**src/hdl/rx_sig_map.vh**
```
`ifndef RX_SIG_MAP_VH
`define RX_SIG_MAP_VH
// Counter register offsets
`define LINE_VIOL_HIGH_OFS 8'h50
`define LINE_VIOL_LOW_OFS 8'h51
`define PATH_VIOL_HIGH_OFS 8'h52
`define PATH_VIOL_LOW_OFS 8'h53
`define SYNC_LOSS_HIGH_OFS 8'h54
`define SYNC_LOSS_LOW_OFS 8'h55
// Signaling storage window: one byte per channel, ABCD in bits 3:0
`define SIG_BASE_OFS 8'h40
`define SIG_LAST_OFS 8'h4f
// Control register: bit 0 selects extended superframe mode
`define CTRL_OFS 8'h5f
`define CTRL_ESF_BIT 0
// Status register: bit 0 live frame alignment lost
`define STAT_OFS 8'h5e
`define STAT_OOF_BIT 0
// Reset values
`define COUNT_RST 16'h0000
`define SIG_RST 4'h0
`define CTRL_RST 8'h00
// Recommended host poll intervals, in microseconds
`define POLL_D4_US 1500
`define POLL_ESF_US 3000
`define CLK_MHZ 250
`define POLL_D4_CYC (`POLL_D4_US * `CLK_MHZ)
`define POLL_ESF_CYC (`POLL_ESF_US * `CLK_MHZ)
`endif

```
**src/hdl/event_tally.v**
```verilog
`timescale 1ns/1ns
`include "rx_sig_map.vh"
module event_tally #(
  parameter WIDTH = 16
) (
  // Clock and reset
  input wire mclk_i,
  input wire rst_n_i,
  // Event
  input wire event_i,
  // Count
  output wire [WIDTH-1:0] count_o
);
  reg [WIDTH-1:0] count_ff;
  wire [WIDTH-1:0] nxt_count;

  // Wraps at full scale; software polls before overflow
  assign nxt_count = event_i ? count_ff + {{(WIDTH-1){1'b0}}, 1'b1} : count_ff;

  always @(posedge mclk_i) begin
    if (!rst_n_i) begin
      count_ff <= {WIDTH{1'b0}};
    end else begin
      count_ff <= nxt_count;
    end
  end

  assign count_o = count_ff;
endmodule // event_tally

```
**src/hdl/rx_signaling_error_counters.v**
```verilog
`timescale 1ns/1ns
`include "rx_sig_map.vh"
// How it works
// In extended superframe mode all four bits A, B, C and D of a channel are stored.
// In D4 mode only the A and B bits of a channel are taken from the line.
// In D4 mode the A and B values are copied into the C and D positions.
// Software should read the signaling every 1.5 ms in D4 or 3 ms in extended superframe mode.
// While frame alignment is lost the signaling store holds its last values.
// The line violation tally is 16 bits and its upper byte reads at 50h.
// The line violation tally's lower byte reads at 51h.
// The path violation tally is 16 bits and its upper byte reads at 52h.
// The path violation tally's lower byte reads at 53h.
// The sync loss tally is 16 bits and its upper byte reads at 54h.
// The sync loss tally's lower byte reads at 55h.
// Each tally resets to zero and counts one per event of its kind.
module rx_signaling_error_counters #(
  parameter CHANNELS = 16,
  parameter CH_BITS = 4
) (
  // Clock and reset
  input wire mclk_i,
  input wire rst_n_i,
  // Receive framer side
  input wire sig_valid_i,
  input wire [CH_BITS-1:0] sig_channel_i,
  input wire [3:0] sig_abcd_i,
  input wire frame_alignment_lost_i,
  input wire line_violation_i,
  input wire path_violation_i,
  input wire sync_loss_i,
  // Register port
  input wire [7:0] addr_i,
  input wire [7:0] wdata_i,
  input wire wr_i,
  input wire rd_i,
  output wire [7:0] rdata_o,
  // Mode view
  output wire esf_mode_o
);
  reg [7:0] ctrl_ff;
  reg [7:0] rdata_ff;
  reg [7:0] nxt_rdata;
  reg [3:0] sig_mem [0:CHANNELS-1];
  reg oof_s1_ff;
  reg oof_s2_ff;
  reg oof_s3_ff;
  reg oof_ff;
  wire [15:0] line_violation_tally;
  wire [15:0] path_violation_tally;
  wire [15:0] sync_loss_tally;
  wire esf_mode;
  reg [3:0] sig_store_val;
  reg [7:0] nxt_ctrl;
  reg [7:0] cnt_rdata;
  reg [7:0] sig_rdata;
  reg [7:0] cfg_rdata;
  reg cnt_hit;
  reg sig_hit;
  reg cfg_hit;
  reg nxt_oof;
  wire ctrl_wr;
  wire sig_take;
  wire [CHANNELS-1:0] sig_we;
  wire [CH_BITS-1:0] rd_channel;
  integer i;
  genvar g;

  function [7:0] byte_of;
    input [15:0] value;
    input high;
    begin
      byte_of = high ? value[15:8] : value[7:0];
    end
  endfunction

  // Address decodes; is_reg is shared by the write and read paths, the signaling decodes serve reads only
  function is_reg;
    input [7:0] addr;
    input [7:0] ofs;
    begin
      is_reg = (addr == ofs);
    end
  endfunction

  function is_sig_addr;
    input [7:0] addr;
    reg [7:0] ofs;
    begin
      ofs = addr - `SIG_BASE_OFS;
      is_sig_addr = (addr >= `SIG_BASE_OFS) && (addr <= `SIG_LAST_OFS) && (ofs < CHANNELS);
    end
  endfunction

  function [CH_BITS-1:0] chan_of;
    input [7:0] addr;
    reg [7:0] ofs;
    begin
      ofs = addr - `SIG_BASE_OFS;
      chan_of = ofs[CH_BITS-1:0];
    end
  endfunction

  function [3:0] d4_repeat;
    input [3:0] abcd;
    begin
      d4_repeat = {abcd[3:2], abcd[3:2]};
    end
  endfunction

  assign esf_mode = ctrl_ff[`CTRL_ESF_BIT];
  assign esf_mode_o = esf_mode;

  // Alignment flag may come from another domain; accept when stages 2 and 3 agree
  always @(posedge mclk_i) begin
    if (!rst_n_i) begin
      oof_s1_ff <= 1'b0;
      oof_s2_ff <= 1'b0;
      oof_s3_ff <= 1'b0;
      oof_ff <= 1'b0;
    end else begin
      oof_s1_ff <= frame_alignment_lost_i;
      oof_s2_ff <= oof_s1_ff;
      oof_s3_ff <= oof_s2_ff;
      oof_ff <= nxt_oof;
    end
  end

  always @* begin
    nxt_oof = oof_ff;
    if (oof_s2_ff == oof_s3_ff) begin
      nxt_oof = oof_s3_ff;
    end
  end

  // D4 carries only A and B; repeat them into C and D
  always @* begin
    case (esf_mode)
      1'b1: sig_store_val = sig_abcd_i;
      default: sig_store_val = d4_repeat(sig_abcd_i);
    endcase
  end

  // A lost frame keeps the last bits captured while aligned
  assign sig_take = sig_valid_i && !oof_ff;

  generate
    for (g = 0; g < CHANNELS; g = g + 1) begin : g_sig_we
      assign sig_we[g] = sig_take && ({{(32-CH_BITS){1'b0}}, sig_channel_i} == g);
    end
  endgenerate

  always @(posedge mclk_i) begin
    for (i = 0; i < CHANNELS; i = i + 1) begin
      if (!rst_n_i) begin
        sig_mem[i] <= `SIG_RST;
      end else if (sig_we[i]) begin
        sig_mem[i] <= sig_store_val;
      end
    end
  end

  assign ctrl_wr = wr_i && is_reg(addr_i, `CTRL_OFS);

  // Only the mode bit is kept; the rest read back as zero
  always @* begin
    nxt_ctrl = ctrl_ff;
    if (ctrl_wr) begin
      nxt_ctrl = `CTRL_RST;
      nxt_ctrl[`CTRL_ESF_BIT] = wdata_i[`CTRL_ESF_BIT];
    end
  end

  always @(posedge mclk_i) begin
    if (!rst_n_i) begin
      ctrl_ff <= `CTRL_RST;
    end else begin
      ctrl_ff <= nxt_ctrl;
    end
  end

  event_tally #(.WIDTH(16)) u_line (
    .mclk_i(mclk_i),
    .rst_n_i(rst_n_i),
    .event_i(line_violation_i),
    .count_o(line_violation_tally)
  );
  event_tally #(.WIDTH(16)) u_path (
    .mclk_i(mclk_i),
    .rst_n_i(rst_n_i),
    .event_i(path_violation_i),
    .count_o(path_violation_tally)
  );
  event_tally #(.WIDTH(16)) u_sync (
    .mclk_i(mclk_i),
    .rst_n_i(rst_n_i),
    .event_i(sync_loss_i),
    .count_o(sync_loss_tally)
  );

  // Counter bytes; no latch between the two reads, so a busy tally may tear
  always @* begin
    cnt_hit = 1'b1;
    cnt_rdata = 8'h00;
    case (addr_i)
      `LINE_VIOL_HIGH_OFS: begin
        cnt_rdata = byte_of(line_violation_tally, 1'b1);
      end
      `LINE_VIOL_LOW_OFS: begin
        cnt_rdata = byte_of(line_violation_tally, 1'b0);
      end
      `PATH_VIOL_HIGH_OFS: begin
        cnt_rdata = byte_of(path_violation_tally, 1'b1);
      end
      `PATH_VIOL_LOW_OFS: begin
        cnt_rdata = byte_of(path_violation_tally, 1'b0);
      end
      `SYNC_LOSS_HIGH_OFS: begin
        cnt_rdata = byte_of(sync_loss_tally, 1'b1);
      end
      `SYNC_LOSS_LOW_OFS: begin
        cnt_rdata = byte_of(sync_loss_tally, 1'b0);
      end
      default: begin
        cnt_hit = 1'b0;
      end
    endcase
  end

  assign rd_channel = chan_of(addr_i);

  always @* begin
    sig_hit = is_sig_addr(addr_i);
    sig_rdata = 8'h00;
    if (sig_hit) begin
      sig_rdata[3:0] = sig_mem[rd_channel];
    end
  end

  always @* begin
    cfg_hit = 1'b0;
    cfg_rdata = 8'h00;
    if (is_reg(addr_i, `CTRL_OFS)) begin
      cfg_hit = 1'b1;
      cfg_rdata = ctrl_ff;
    end else if (is_reg(addr_i, `STAT_OFS)) begin
      cfg_hit = 1'b1;
      cfg_rdata[`STAT_OOF_BIT] = oof_ff;
    end
  end

  // The three windows never overlap, so the order is free
  always @* begin
    if (cnt_hit) begin
      nxt_rdata = cnt_rdata;
    end else if (sig_hit) begin
      nxt_rdata = sig_rdata;
    end else if (cfg_hit) begin
      nxt_rdata = cfg_rdata;
    end else begin
      nxt_rdata = 8'h00;
    end
  end

  // Read data stands one cycle after the strobe only
  always @(posedge mclk_i) begin
    if (!rst_n_i) begin
      rdata_ff <= 8'h00;
    end else begin
      rdata_ff <= rd_i ? nxt_rdata : 8'h00;
    end
  end

  assign rdata_o = rdata_ff;
endmodule // rx_signaling_error_counters

```
**config.mk**
```make
export PLATFORM = sky130hd
export DESIGN_NAME = rx_signaling_error_counters
export DESIGN_NICKNAME = d
export VERILOG_FILES = /design/src/hdl/event_tally.v /design/src/hdl/rx_signaling_error_counters.v
export VERILOG_INCLUDE_DIRS = /design/src /design/src/hdl
export SDC_FILE = /design/constraint.sdc
export NUM_CORES = 1
export LEC_CHECK = 0
export ABC_CLOCK_PERIOD_IN_PS = 1980
export BUFFER_PORTS_ARGS = -buffer_cell sky130_fd_sc_hd__buf_2
export CAP_MARGIN = 20
export CORE_MARGIN = 5
export CORE_UTILIZATION = 35
export CTS_CLUSTER_DIAMETER = 40
export DETAILED_ROUTE_END_ITERATION = 12
export GPL_TIMING_DRIVEN = 0
export PLACE_DENSITY = 0.5
export SYNTH_ARGS = -nofsm -noshare
export SYNTH_HDL_FRONTEND = slang
export SYNTH_SLANG_ARGS = --single-unit
export TNS_END_PERCENT = 100
```
**constraint.sdc**
```tcl
create_clock -name mclk_i -period 1.98 [get_ports mclk_i]
set_input_delay 0.396 -clock mclk_i [delete_from_list [all_inputs] [get_ports mclk_i]]
set_output_delay 0.396 -clock mclk_i [all_outputs]
set_load 0.02 [all_outputs]
```
==> impl_metrics.toml <==
[place]
place_ws_ps = -78.7
gp_congestion = 0.850
placed_cell_area_um2 = 6550
portBuffers = 30
hpwl_mm = 11.6

[clock_tree]
cts_inserted_buffers = 17
cts_tree = "built"
post_cts_resized = 2
clkTransAtPathRegs_ps = 60
insertion_delay_ps = 420
hold_buffers = 0
cts.path.max_buffers = 2
cts_max_level = 4
root_buffer = "clkbuf_16"
cts_sinks = 125
post-cts-setup-buffers = 0

[layout]
final_layout_size_suffix_gt1_share_pct = 17.1
finalInstanceArea_um2 = 7180
final_common_cell = "edfxtp_1"
diodes = 0
final_cell_mix = "64 x edfxtp_1, 61 x dfxtp_1, 50 x nand2_1"
syn2layout_area_growth_pct = 17.4
fillers = 1667
nets = 649

[grt]
grt_max_degree = 17
grt_pass1_wl_mm = 25.4
antenna_found_initial = 0
grt_pass1_vias = 4624
grt_use_total_pct = 16.8
overflow = 0

[worst_hold_path]
hp-class = "input pin to flop"
hold_depth = 2
hold_start = "frame_alignment_lost_i"
min_to = "oof_s1_ff"

[sta]
drv_slew = 0
worst_slack_ps = 109
rsz0062_at_grt = "false"
worstMarginPinSlew_ps = 786
hold_violations = 0
fin_crit_ps = 1870
skew_ps = 6.89
slew_headroom_pct = 47.1
fmax_mhz = 534
setup_viol = 0
fin_worst_hold_slack_ps = 182
period_share_pct = 94.5
tns_ps = 0

[route]
via_per_inst = 5.14
route.antenna.remaining_nets = 0
drc = 0
wl_per_cell_um = 18.6
totalWireLength_mm = 15.8
firstDrtPassIters = 5
routed-via-count = 4371
drt_iter0_drc = 289

[worst_setup_path]
worst_r2r_startpoint = "oof_ff"
end_kind = "flop"
reg2reg_depth = 3
cp_max_fo = 5
reg2reg_setup_slack_ps = 110
worst_ep_arrival_time_ps = 1920
cp.required_ps = 2030
r2r_end = "sig_mem[10][0]"
critPathLaunchType = "flop"
crit_type = "flop to flop"

[yosys]
synth_edf_count = 64
synth_warnings = 0
ys.flop_type = "edfxtp_1"
syn_inst = 564
synth.net_count = 600
postSynthAreaPerCell_um2 = 10.9
synth-seq-cells = 125
synth_cell_types = 50
async_flop_share_pct = 0
synth.yosys.seq_area_share_pct = 51.3
synth_area_um2 = 6120

[floorplan]
start_util_pct = 35.5
core_um2 = 17200
rows = 48
fp.dieW_um = 142
die_area_um2 = 20200
ios = 42
die_y_um = 142

[pwr]
p_sw_share_pct = 22.6
p_comb_share_pct = 6.4
clock_power_share_pct = 50.1
power_w = 0.00652
p_int_w = 0.00505
seqPwrFrac_pct = 43.5
ir_worst_vdd_mv = 0.687
p_per_area_nw_per_um2 = 908
leakage_nw = 2.73
p_sw_w = 0.00147

[status]
status = "completed"

[flow_run]
max-cap-violations = 0
-- flip-flops by register name, indices dropped and copies added, names as in the netlist --
| name | cells |
|---|---|
| u_sync.count_o | 16 |
| oof_s3_ff | 1 |
| ctrl_ff | 1 |
| u_line.count_o | 16 |
| oof_s1_ff | 1 |
| u_path.count_o | 16 |
| oof_ff | 1 |
| sig_mem | 64 |
| oof_s2_ff | 1 |
| rdata_o | 8 |
-- worst max-delay path: stages, from the launching register on --
cell      delay, ps
dfxtp_1         400
nor2b_1         270
nand3b_1        180
o21ai_0         660
-- per-stage QoR --
step	instances	utilization (%)
3_5_place_dp	819	38.0
4_1_cts	851	41.7
5_1_grt	851	41.7
3_3_place_gp	819	38.0
6_report	851	41.7
2_1_floorplan	564	-
-- how the worst max path moves through the flow --
| stage | from | depth (start not counted) | endpoint | slack [ps] |
|---|---|---|---|---|
| final | oof_ff | 3 | sig_mem[10][0] | 110 |
| after global routing | oof_ff | 3 | sig_mem[6][0] | 2 |
| after CTS | ctrl_ff[0] | 3 | sig_mem[2][0] | 70 |
| after detailed placement | ctrl_ff[0] | 3 | sig_mem[5][0] | -80 |
| after global placement | ctrl_ff[0] | 3 | sig_mem[9][0] | -160 |
| after floorplan | addr_i[1] | 6 | rdata_o[1] | 400 |
-- final cells by class --
cell class | instances | area (um^2) | area share, %
well taps | 225 | 282 | 3.92
clock inverters | 15 | 196 | 2.73
flip-flops and latches | 125 | 3140 | 43.7
plain buffers | 33 | 171 | 2.39
clock buffers | 17 | 425 | 5.92
inverters | 3 | 16.3 | 0.226
multi-input cells | 403 | 2800 | 39.0
repair buffers | 30 | 150 | 2.09
-- cells in the mapped netlist (5+ instances only) --
| cell type | number | area, um^2 |
|---|---|---|
| clkbuf_1 | 18 | 67.6 |
| nor2_1 | 48 | 180 |
| xnor2_1 | 27 | 236 |
| nor2b_1 | 16 | 100 |
| mux4_2 | 14 | 315 |
| o21ai_0 | 24 | 120 |
| and4_1 | 5 | 43.8 |
| nand4_1 | 12 | 75.1 |
| and3_1 | 37 | 231 |
| o21ai_1 | 5 | 25.0 |
| buf_2 | 9 | 45.0 |
| xor2_1 | 13 | 114 |
| nand3_1 | 23 | 115 |
| dfxtp_1 | 61 | 1220 |
| a21oi_1 | 8 | 40.0 |
| and2_1 | 39 | 244 |
| nand2_1 | 50 | 188 |
| mux2i_1 | 23 | 230 |
| or3_1 | 5 | 31.3 |
| a21boi_1 | 5 | 37.5 |
| edfxtp_1 | 64 | 1920 |
-- layer usage --
layer / up-vias / track usage (%) / part of all wire, %
met5: - / 0 / 0
met4: 0 / 7.58 / 2.9
met3: 30 / 3.46 / 3.4
met2: 95 / 28.5 / 50
met1: 2115 / 20.5 / 44
li1: 2131 / - / -
-- kinds of logic (layout without fill, tap and decap cells) --
family | Yosys count | after routing | synth area share, %
XOR/XNOR | 40 | 40 | 5.72
adder cells (fa/ha/maj) | 3 | 3 | 0.613
flip-flops | 125 | 125 | 51.3
AND/OR/NAND/NOR | 257 | 257 | 22.4
multiplexers | 44 | 44 | 11.0
buffers and inverters | 36 | 98 | 3.03
AO/OA/AOI/OAI | 59 | 59 | 5.85
-- power groups by stage --
stage                     logic (W)  registers [W]  clock network, W
after global routing       0.000460        0.00284           0.00344
after floorplan            0.000265        0.00287                 0
after CTS                  0.000422        0.00284           0.00333
after global placement     0.000412        0.00289                 0
after detailed placement   0.000418        0.00289                 0
final                      0.000417        0.00284           0.00327
Note: power is estimated with default switching activity, not from simulation.
